**src/logic/drive_sup_pkg.sv**
```systemverilog
// package: constants and carrier types of the drive enable supervisor
package drive_sup_pkg;
  localparam int unsigned CLK_HZ = 50_000_000;
  localparam int unsigned SAMPLE_US = 500;
  localparam int unsigned SAMPLE_CYC = CLK_HZ / 1_000_000 * SAMPLE_US;
  localparam int unsigned NULL_MS = 100;
  localparam int unsigned NULL_CYC = CLK_HZ / 1000 * NULL_MS;
  localparam int unsigned NULL_SAMPLES = NULL_MS * 1000 / SAMPLE_US;
  localparam int unsigned WDOG_MS = 500;
  localparam int unsigned WDOG_CYC = CLK_HZ / 1000 * WDOG_MS;
  localparam int unsigned BLINK_MS = 250;
  localparam int unsigned BLINK_CYC = CLK_HZ / 1000 * BLINK_MS;
  localparam int unsigned DEBOUNCE_CYC = 1000;
  // analog full scale is +/-16383 counts for +/-10 V
  localparam logic signed [15:0] AN_FULL = 16'sh3fff;
  // 1.2 V and 1.0 V in low-gain counts
  localparam logic [14:0] GAIN_UP_TH = 15'h07ae;
  localparam logic [14:0] GAIN_DN_TH = 15'h0666;
  localparam logic [2:0] HIGH_GAIN_SHIFT = 3'h3;
  localparam logic [1:0] CONTACT_FAULT = 2'h0;
  localparam logic [1:0] CONTACT_DRIVE_UP = 2'h1;
  localparam logic [1:0] CONTACT_SELF_CLEAR = 2'h2;
  localparam logic [7:0] ACCEL_STEP = 8'h10;
  localparam logic [3:0] DISP_FAULT_U = 4'ha;
  localparam logic [3:0] DISP_FAULT_H = 4'hb;
  localparam logic [3:0] DISP_FAULT_O = 4'hc;
  localparam logic [3:0] DISP_FAULT_OTHER = 4'hd;

  typedef struct packed {
    logic remote_enable;
    logic cw_limit_ok;
    logic ccw_limit_ok;
  } discrete_in_t;

  typedef struct packed {
    logic arm_cmd;
    logic software_inhibit_cmd;
    logic halt_cmd;
    logic auto_null_command;
  } serial_cmd_t;

  typedef struct packed {
    logic undervoltage;
    logic motor_overheat;
    logic other_fault;
  } fault_in_t;

  typedef struct packed {
    logic bus_power;
    logic regen_active;
    logic regen_overload;
  } led_t;

  typedef enum logic [1:0] {
    NULL_IDLE = 2'b00,
    NULL_RUN = 2'b01,
    NULL_DONE = 2'b11
  } null_state_t;
endpackage : drive_sup_pkg

```
**src/logic/input_filter.sv**
```systemverilog
// module: one discrete input synchroniser and debounce filter
`timescale 1ns/1ps
module input_filter
(
  input wire logic i_core_clk,
  input wire logic i_sys_rst,
  input wire logic i_raw,
  output logic o_level,
  output logic o_rise
);
  import drive_sup_pkg::*;
  typedef struct packed {
    logic sync1;
    logic sync2;
    logic [9:0] count;
    logic level;
    logic rise;
  } filt_t;
  filt_t st;
  filt_t next_st;

  // ===========================================================
  // filter: level accepted once stable for the debounce time
  always_comb
  begin
    next_st = st;
    next_st.sync1 = i_raw;
    next_st.sync2 = st.sync1;
    next_st.rise = 1'b0;
    if (st.sync2 == st.level)
      next_st.count = '0;
    else if (st.count == 10'(DEBOUNCE_CYC - 1))
    begin
      next_st.count = '0;
      next_st.level = st.sync2;
      next_st.rise = st.sync2;
    end
    else
      next_st.count = st.count + 10'h001;
  end

  always_ff @(posedge i_core_clk or posedge i_sys_rst)
  begin
    if (i_sys_rst)
      st <= '0;
    else
      st <= next_st;
  end

  assign o_level = st.level;
  assign o_rise = st.rise;
endmodule : input_filter

```
**src/logic/analog_front.sv**
```systemverilog
// module: dual gain analog acquisition with offset, dead zone and scale
`timescale 1ns/1ps
module analog_front
(
  input wire logic i_core_clk,
  input wire logic i_sys_rst,
  input wire logic signed [15:0] i_adc_data,
  input wire logic signed [15:0] i_bias,
  input wire logic [15:0] i_dead_zone_mask,
  input wire logic signed [15:0] i_scale,
  output logic o_gain_high,
  output logic o_sample,
  output logic signed [15:0] o_raw_analog_reading,
  output logic signed [31:0] o_command
);
  import drive_sup_pkg::*;
  typedef struct packed {
    logic [14:0] tick;
    logic gain_high;
    logic sample;
    logic signed [15:0] reading;
    logic signed [31:0] command;
  } af_t;
  af_t st;
  af_t next_st;
  logic signed [15:0] norm;
  logic signed [15:0] biased;
  logic [14:0] mag;

  // ===========================================================
  // acquisition
  always_comb
  begin
    norm = st.gain_high ? (i_adc_data >>> HIGH_GAIN_SHIFT) : i_adc_data;
    if (norm > AN_FULL)
      norm = AN_FULL;
    else if (norm < -AN_FULL)
      norm = -AN_FULL;
    mag = norm[15] ? 15'(-norm) : norm[14:0];
    biased = norm + i_bias;
    next_st = st;
    next_st.sample = 1'b0;
    if (st.tick == 15'(SAMPLE_CYC - 1))
    begin
      next_st.tick = '0;
      next_st.sample = 1'b1;
      next_st.reading = biased;
      next_st.command = (biased & $signed(i_dead_zone_mask)) * i_scale;
      if (st.gain_high && mag > GAIN_UP_TH)
        next_st.gain_high = 1'b0;
      else if (!st.gain_high && mag < GAIN_DN_TH)
        next_st.gain_high = 1'b1;
    end
    else
      next_st.tick = st.tick + 15'h0001;
  end

  always_ff @(posedge i_core_clk or posedge i_sys_rst)
  begin
    if (i_sys_rst)
      st <= '{tick: '0, gain_high: 1'b1, sample: 1'b0,
              reading: '0, command: '0};
    else
      st <= next_st;
  end

  assign o_gain_high = st.gain_high;
  assign o_sample = st.sample;
  assign o_raw_analog_reading = st.reading;
  assign o_command = st.command;
endmodule : analog_front

```
**src/logic/servo_drive_enable_supervisor.sv**
```systemverilog
// module: enable, display, relay, limit and analog supervisor of a servo drive
// ===========================================================
`timescale 1ns/1ps
module servo_drive_enable_supervisor
(
  input wire logic i_core_clk,
  input wire logic i_sys_rst,
  input drive_sup_pkg::discrete_in_t i_inputs,
  input drive_sup_pkg::serial_cmd_t i_cmd,
  input drive_sup_pkg::fault_in_t i_faults,
  input wire logic i_bus_power,
  input wire logic i_regen_active,
  input wire logic i_regen_overload,
  input wire logic i_cpu_healthy,
  input wire logic i_safety_disabled,
  input wire logic [3:0] i_operating_selection,
  input wire logic i_accel_profile_select,
  input wire logic [1:0] i_output_contact_select,
  input wire logic signed [15:0] i_adc_data,
  input wire logic signed [15:0] i_input_bias,
  input wire logic [15:0] i_dead_zone_mask,
  input wire logic signed [15:0] i_torque_scale,
  input wire logic signed [15:0] i_velocity,
  output logic o_power_stage_on,
  output logic o_armed,
  output logic o_software_enable,
  output logic o_decimal_point,
  output logic [3:0] o_display_code,
  output logic o_gain_high,
  output logic signed [15:0] o_raw_analog_reading,
  output logic signed [15:0] o_bias_out,
  output logic signed [15:0] o_fine_bias,
  output logic signed [31:0] o_command,
  output logic o_watchdog_relay,
  output logic o_contact_relay,
  output drive_sup_pkg::led_t o_leds,
  output logic o_overvoltage_fault,
  output logic o_null_busy
);
  import drive_sup_pkg::*;

  typedef struct packed {
    logic sw_enable;
    logic ov_fault;
    logic latched_fault;
    logic armed;
    logic active;
    logic dp;
    logic [3:0] disp;
    logic [23:0] blink_cnt;
    logic blink;
    logic [24:0] wdog_cnt;
    logic wdog;
    logic contact;
    led_t leds;
    logic signed [31:0] command;
    logic [7:0] ramp_scale;
    null_state_t null_st;
    logic [7:0] null_n;
    logic signed [23:0] null_acc;
    logic signed [15:0] bias;
    logic signed [15:0] fine;
  } sup_t;
  sup_t st;
  sup_t next_st;

  logic en_level;
  logic en_rise;
  logic cw_ok;
  logic ccw_ok;
  logic sample;
  logic gain_high;
  logic signed [15:0] reading;
  logic signed [31:0] raw_cmd;
  logic any_fault;
  logic arm_event;
  logic signed [23:0] avg;
  logic signed [31:0] limited;
  logic signed [47:0] ramped;

  // ===========================================================
  // discrete input filters
  input_filter u_en
  (
    .i_core_clk(i_core_clk),
    .i_sys_rst(i_sys_rst),
    .i_raw(i_inputs.remote_enable),
    .o_level(en_level),
    .o_rise(en_rise)
  );

  input_filter u_cw
  (
    .i_core_clk(i_core_clk),
    .i_sys_rst(i_sys_rst),
    .i_raw(i_inputs.cw_limit_ok),
    .o_level(cw_ok),
    .o_rise()
  );

  input_filter u_ccw
  (
    .i_core_clk(i_core_clk),
    .i_sys_rst(i_sys_rst),
    .i_raw(i_inputs.ccw_limit_ok),
    .o_level(ccw_ok),
    .o_rise()
  );

  // ===========================================================
  // analog acquisition
  analog_front u_af
  (
    .i_core_clk(i_core_clk),
    .i_sys_rst(i_sys_rst),
    .i_adc_data(i_adc_data),
    .i_bias(st.bias),
    .i_dead_zone_mask(i_dead_zone_mask),
    .i_scale(i_torque_scale),
    .o_gain_high(gain_high),
    .o_sample(sample),
    .o_raw_analog_reading(reading),
    .o_command(raw_cmd)
  );

  // ===========================================================
  // supervisor next state
  always_comb
  begin
    next_st = st;
    ramped = '0;
    arm_event = i_cmd.arm_cmd | en_rise;
    avg = st.null_acc / 24'sd200;
    // fault state: inputs plus latched over-voltage
    next_st.ov_fault = st.ov_fault | i_regen_overload;
    if (arm_event && !i_regen_overload)
      next_st.ov_fault = 1'b0;
    // latched faults need an arm; undervoltage, overheat self clear
    next_st.latched_fault = st.latched_fault | i_faults.other_fault;
    if (arm_event && !i_faults.other_fault)
      next_st.latched_fault = 1'b0;
    any_fault = st.ov_fault | st.latched_fault | i_faults.undervoltage
                | i_faults.motor_overheat | i_faults.other_fault
                | i_regen_overload;
    // software enable
    if (i_cmd.software_inhibit_cmd || i_cmd.halt_cmd)
      next_st.sw_enable = 1'b0;
    else if (arm_event)
      next_st.sw_enable = 1'b1;
    next_st.armed = next_st.sw_enable & !any_fault;
    next_st.active = next_st.armed & en_level;
    // display
    if (st.blink_cnt == 24'(BLINK_CYC - 1))
    begin
      next_st.blink_cnt = '0;
      next_st.blink = !st.blink;
    end
    else
      next_st.blink_cnt = st.blink_cnt + 24'h000001;
    next_st.dp = next_st.active & (!i_safety_disabled | st.blink);
    if (!any_fault)
      next_st.disp = i_operating_selection;
    else if (!st.blink)
      next_st.disp = 4'hf;
    else if (i_faults.undervoltage)
      next_st.disp = DISP_FAULT_U;
    else if (i_faults.motor_overheat)
      next_st.disp = DISP_FAULT_H;
    else if (st.ov_fault)
      next_st.disp = DISP_FAULT_O;
    else
      next_st.disp = DISP_FAULT_OTHER;
    // watchdog relay
    if (!i_cpu_healthy)
    begin
      next_st.wdog_cnt = '0;
      next_st.wdog = 1'b0;
    end
    else if (st.wdog_cnt == 25'(WDOG_CYC - 1))
      next_st.wdog = 1'b1;
    else
      next_st.wdog_cnt = st.wdog_cnt + 25'h0000001;
    // configurable contact
    unique case (i_output_contact_select)
      CONTACT_DRIVE_UP: next_st.contact = next_st.active;
      CONTACT_FAULT: next_st.contact = !any_fault;
      CONTACT_SELF_CLEAR:
        next_st.contact = !(i_faults.undervoltage
                            | i_faults.motor_overheat);
      default: next_st.contact = !any_fault;
    endcase
    next_st.leds = '{bus_power: i_bus_power, regen_active: i_regen_active,
                     regen_overload: i_regen_overload};
    // travel limits
    limited = raw_cmd;
    if ((!cw_ok && raw_cmd > 32'sd0) || (!ccw_ok && raw_cmd < 32'sd0))
      limited = 32'sd0;
    if (sample)
    begin
      if (i_accel_profile_select && limited == 32'sd0 && raw_cmd != 32'sd0)
      begin
        if (st.ramp_scale > ACCEL_STEP)
          next_st.ramp_scale = st.ramp_scale - ACCEL_STEP;
        else
          next_st.ramp_scale = '0;
      end
      else
        next_st.ramp_scale = 8'hff;
      if (i_accel_profile_select && limited == 32'sd0 && raw_cmd != 32'sd0)
      begin
        ramped = raw_cmd * $signed({1'b0, next_st.ramp_scale});
        next_st.command = 32'(ramped >>> 8);
      end
      else
        next_st.command = limited;
    end
    // auto null
    unique case (st.null_st)
      NULL_IDLE:
        if (i_cmd.auto_null_command && st.active)
        begin
          next_st.null_st = NULL_RUN;
          next_st.null_n = '0;
          next_st.null_acc = '0;
        end
      NULL_RUN:
        if (!st.active)
          next_st.null_st = NULL_IDLE;
        else if (sample)
        begin
          next_st.null_acc = st.null_acc + 24'(i_velocity);
          if (st.null_n == 8'(NULL_SAMPLES - 1))
            next_st.null_st = NULL_DONE;
          else
            next_st.null_n = st.null_n + 8'h01;
        end
      NULL_DONE:
      begin
        next_st.bias = st.bias - 16'(avg >>> 3);
        next_st.fine = st.fine - 16'(avg - ((avg >>> 3) <<< 3));
        next_st.null_st = NULL_IDLE;
      end
      default: next_st.null_st = NULL_IDLE;
    endcase
  end

  // ===========================================================
  // state register
  always_ff @(posedge i_core_clk or posedge i_sys_rst)
  begin
    if (i_sys_rst)
    begin
      st <= '0;
      st.sw_enable <= 1'b1;
      st.ramp_scale <= 8'hff;
    end
    else
      st <= next_st;
  end

  // ===========================================================
  // outputs
  always_ff @(posedge i_core_clk or posedge i_sys_rst)
  begin
    if (i_sys_rst)
    begin
      o_gain_high <= 1'b1;
      o_raw_analog_reading <= '0;
    end
    else
    begin
      o_gain_high <= gain_high;
      o_raw_analog_reading <= reading;
    end
  end

  assign o_power_stage_on = st.active;
  assign o_armed = st.armed;
  assign o_software_enable = st.sw_enable;
  assign o_decimal_point = st.dp;
  assign o_display_code = st.disp;
  assign o_bias_out = st.bias;
  assign o_fine_bias = st.fine;
  assign o_command = st.command;
  assign o_watchdog_relay = st.wdog;
  assign o_contact_relay = st.contact;
  assign o_leds = st.leds;
  assign o_overvoltage_fault = st.ov_fault;
  assign o_null_busy = (st.null_st != NULL_IDLE);
endmodule : servo_drive_enable_supervisor

```
**config.mk**
```make
export PLATFORM = sky130hd
export DESIGN_NAME = servo_drive_enable_supervisor
export DESIGN_NICKNAME = d
export VERILOG_FILES = /design/src/logic/drive_sup_pkg.sv /design/src/logic/input_filter.sv /design/src/logic/analog_front.sv /design/src/logic/servo_drive_enable_supervisor.sv
export SDC_FILE = /design/constraint.sdc
export NUM_CORES = 2
export LEC_CHECK = 0
export ABC_AREA = 1
export ABC_CLOCK_PERIOD_IN_PS = 14600
export BUFFER_PORTS_ARGS = -buffer_cell sky130_fd_sc_hd__buf_2
export CAP_MARGIN = 40
export CELL_PAD_IN_SITES_DETAIL_PLACEMENT = 0
export CELL_PAD_IN_SITES_GLOBAL_PLACEMENT = 2
export CORE_ASPECT_RATIO = 1.25
export CORE_MARGIN = 3
export CORE_UTILIZATION = 26
export CTS_BUF_LIST = sky130_fd_sc_hd__clkbuf_4 sky130_fd_sc_hd__clkbuf_8 sky130_fd_sc_hd__clkbuf_16
export DETAILED_ROUTE_END_ITERATION = 8
export PLACE_DENSITY = 0.72
export SLEW_MARGIN = 20
export SYNTH_ARGS = -nofsm -noshare
export SYNTH_HDL_FRONTEND = slang
export SYNTH_SLANG_ARGS = --single-unit
```
**constraint.sdc**
```tcl
create_clock -name i_core_clk -period 14.6 [get_ports i_core_clk]
set_clock_uncertainty 0.1 [all_clocks]
set_input_delay 0.73 -clock i_core_clk [delete_from_list [all_inputs] [get_ports i_core_clk]]
set_output_delay 0.73 -clock i_core_clk [all_outputs]
set_load 0.005 [all_outputs]
```
==> results.sh <==
export IMPL_status="complete, no violations"
export IMPL_synth_nets=5577
export IMPL_crit_arrival_ns=13.58
export IMPL_p_clk_share_pct=26.9
export IMPL_post_synth_num_cell_types=58
export IMPL_layout_min_cycle_time_ns=13.23
export IMPL_cts_root_buf="clkbuf_16"
export IMPL_ff_latch_area_um2=7350
export IMPL_fmax_mhz=75.6
export IMPL_p_leak_uw=0.0209
export IMPL_rsz0062_at_grt="false"
export IMPL_setup_violations=0
export IMPL_power_frac_comb_pct=54.5
export IMPL_synthCells=4769
export IMPL_io_buffers=183
export IMPL_cts_sinks=293
export IMPL_vias_per_cell=4.38
export IMPL_pwr_share_seq_pct=18.5
export IMPL_rows=154
export IMPL_yosysSeqAreaShare_pct=19.8
export IMPL_multi_input_area_um2=25100
export IMPL_cpMaxStageDelayCell="dfstp_2"
export IMPL_yosysWarningCount=0
export IMPL_drv_slew=0
export IMPL_grt_max_degree=69
export IMPL_synth_edf_count=0
export IMPL_p_per_area_nw_per_um2=107
export IMPL_first_iter_violations=1339
export IMPL_crit_required_ns=14.95
export IMPL_crit_path_frequent_cell="inv_1"
export IMPL_synth_async_reset_ratio_pct=100
export IMPL_synth_seq_cells=293
export IMPL_cts_path_max_buffers=3
export IMPL_cts_tree="built"
export IMPL_cts_made_buffers=43
export IMPL_num_nets_final=5682
export IMPL_htreeDepth=2
export IMPL_nFillCells=15373
export IMPL_wl_per_cell_um=16.0
export IMPL_grt_ovfl_total=0
export IMPL_synth_ff_type="dfrtp_1"
export IMPL_die_h_um=428
export IMPL_drtPass1Iterations=7
export IMPL_core_um2=141000
export IMPL_drt_total_wl_mm=108
export IMPL_avgSynthCellArea_um2=7.76
export IMPL_critPathCaptureType="flop"
export IMPL_drive_gt1_share_pct=10.9
export IMPL_peakVddDrop_uv=85.9
export IMPL_place_hpwl_mm=89.3
export IMPL_hold_class="in -> reg"
export IMPL_io_pins=200
export IMPL_syn_area_um2=37000
export IMPL_intPower_uw=2580
export IMPL_post_cts_resized=0
export IMPL_fin_area_um2=41500
export IMPL_max_stage_delay_ns=0.85
export IMPL_met3_length_mm=3.62
export IMPL_grt_pass1_vias=31484
export IMPL_top_layer="met5"
export IMPL_swShare_pct=42.1
export IMPL_drv_cap=0
export IMPL_p_sw_uw=1870
export IMPL_path_clk_slew_ns=0.06
export IMPL_die_area_um2=147000
export IMPL_crit_fanout=23
export IMPL_max_slew_margin_rel_pct=47.1
export IMPL_grt_pass1_wl_mm=175
export IMPL_timing_final_hold_violations=0
export IMPL_met2_length_mm=52.6
export IMPL_start_kind="flop"
export IMPL_antenna_found_initial=4
export IMPL_vias=29719
export IMPL_syn_to_final_growth_pct=12.1
export IMPL_clk_latency_ns=0.60
export IMPL_fin_crit_sh_pct=90.6
export IMPL_worstMarginPinSlew_ns=0.773
export IMPL_place_area_um2=39800
export IMPL_initial_core_util_pct=26.2
export IMPL_die_w_um=343
export IMPL_m1WireLength_mm=50.1
export IMPL_tns_ns=0
export IMPL_grt_usage_pct=14.9
export IMPL_drc=0
export IMPL_place_gp_congestion=0.827
export IMPL_setup_worst_path_class="reg -> reg"
export IMPL_antenna_left=0
==> timing repair <==
| item | in CTS | in global routing |
|---|---|---|
| hold buffers | 1 | 0 |
| buffers inserted | 0 | 0 |
| endpoints found under the hold margin | 2 | 0 |
==> cell usage in the layout (no fill, tap or decap), types with 26 or more instances in the layout <==
master / instances
a21oi_1: 159
a31oi_1: 29
buf_2: 184
buf_4: 32
clkbuf_16: 43
dfrtp_1: 282
fa_1: 461
ha_1: 243
inv_1: 919
inv_2: 46
nand2_1: 955
nand2_2: 52
nand2_4: 26
nand3_1: 174
nand4_1: 47
nor2_1: 533
nor3_1: 60
nor4_1: 27
o21ai_0: 195
o22ai_1: 38
or2_2: 39
xnor2_1: 46
xor2_1: 82
==> registers in the layout (all words and copies together) (netlist names), 3 cells and up <==
register                   flops
u_ccw.st                      11
u_af.st                       15
o_raw_analog_reading          16
o_leds                         3
st                            93
u_af.o_command                32
o_fine_bias                   16
u_af.o_raw_analog_reading     16
o_command                     32
u_cw.st                       11
o_display_code                 4
o_bias_out                    16
u_en.st                       11
==> routing by layer <==
layer / up-vias / track usage (%)
met5: - / 0
met4: 4 / 2.65
met3: 93 / 2.02
met2: 416 / 25.8
met1: 14367 / 19.9
li1: 14839 / -
==> path summary, 6_finish.rpt <==
path                                               from                             end  slack (ns)  cells past startpoint
min reg2reg                  u_en.next_st[12]$_DFF_PP0_           u_en.st[12]$_DFF_PP0_        0.25                      0
max                        u_af.o_gain_high$_DFFE_PP1P_  u_af.o_command[31]$_DFFE_PP0P_        1.37                     66
max in group asynchronous                     i_sys_rst      o_fine_bias[2]$_DFFE_PP0N_       12.49                      6
max reg2reg                u_af.o_gain_high$_DFFE_PP1P_  u_af.o_command[31]$_DFFE_PP0P_        1.37                     66
min in group asynchronous                     i_sys_rst               st[146]$_DFF_PP0_        0.59                      3
min                                      i_regen_active             o_leds[1]$_DFF_PP0_        0.14                      1
==> layout make-up <==
cell class | count | area share, %
multi-input combinational | 3328 | 60.5
clock inverter | 21 | 0.944
sequential | 293 | 17.7
clock buffer | 56 | 2.95
antenna | 2 | 0.0121
inverter | 981 | 8.89
tap | 1872 | 5.64
timing repair buffer | 227 | 3.33
==> cell families after synthesis <==
logic type / share of synthesized area (%)
adder cells (fa/ha/maj): 33.1
AND/OR/NAND/NOR: 23.9
flip-flops: 19.8
XOR/XNOR: 3.03
multiplexers: 0.189
buffers and inverters: 12.4
AO/OA/AOI/OAI: 7.56
==> cells in the mapped netlist (all sizes together) (10+ instances only) <==
master,n,area [um2]
a21oi,163,816
a31oi,29,181
buf,80,569
clkbuf,87,327
clkinv,15,56.3
dfrtp,282,7060
dfstp,11,289
fa,461,9230
ha,243,3040
inv,966,3630
nand2,1036,4260
nand3,188,1030
nand4,59,497
nor2,550,2160
nor3,62,327
nor4,28,175
o21ai,217,1090
o21bai,12,90.1
o22ai,38,238
o31ai,10,75.1
or2,39,244
xnor2,46,403
xor2,82,718
==> power by group through the flow <==
stage	combinational (uW)	sequential [uW]	clock [uW]
6_report	2430	825	1200
5_1_grt	2860	825	1280
4_1_cts	2510	825	1250
3_5_place_dp	2500	840	0
3_3_place_gp	2490	839	0
2_1_floorplan	1880	837	0
==> per-stage QoR <==
step	setup slack (ns)	utilization, %	power [uW]	hold WS [ns]	cells
3_5_place_dp	1.35	28.2	3340	0.236	6696
3_3_place_gp	1.32	28.1	3330	0.235	6689
6_report	1.37	29.4	4450	0.140	6780
5_1_grt	0.00594	29.4	4970	0.0910	6778
2_1_floorplan	3.52	-	2720	0.231	4769
4_1_cts	1.35	29.3	4590	0.0772	6774
==> worst max-delay path: cells and delay by family, from the launching register on <==
family | cells | cell delay [ns]
fa+ha+maj | 9 | 4.03
compound gates | 20 | 3.55
simple gates | 22 | 2.59
buf+inv | 14 | 1.73
flops | 1 | 0.85
xor+xnor | 1 | 0.24
(Power assumes the default switching activity.)
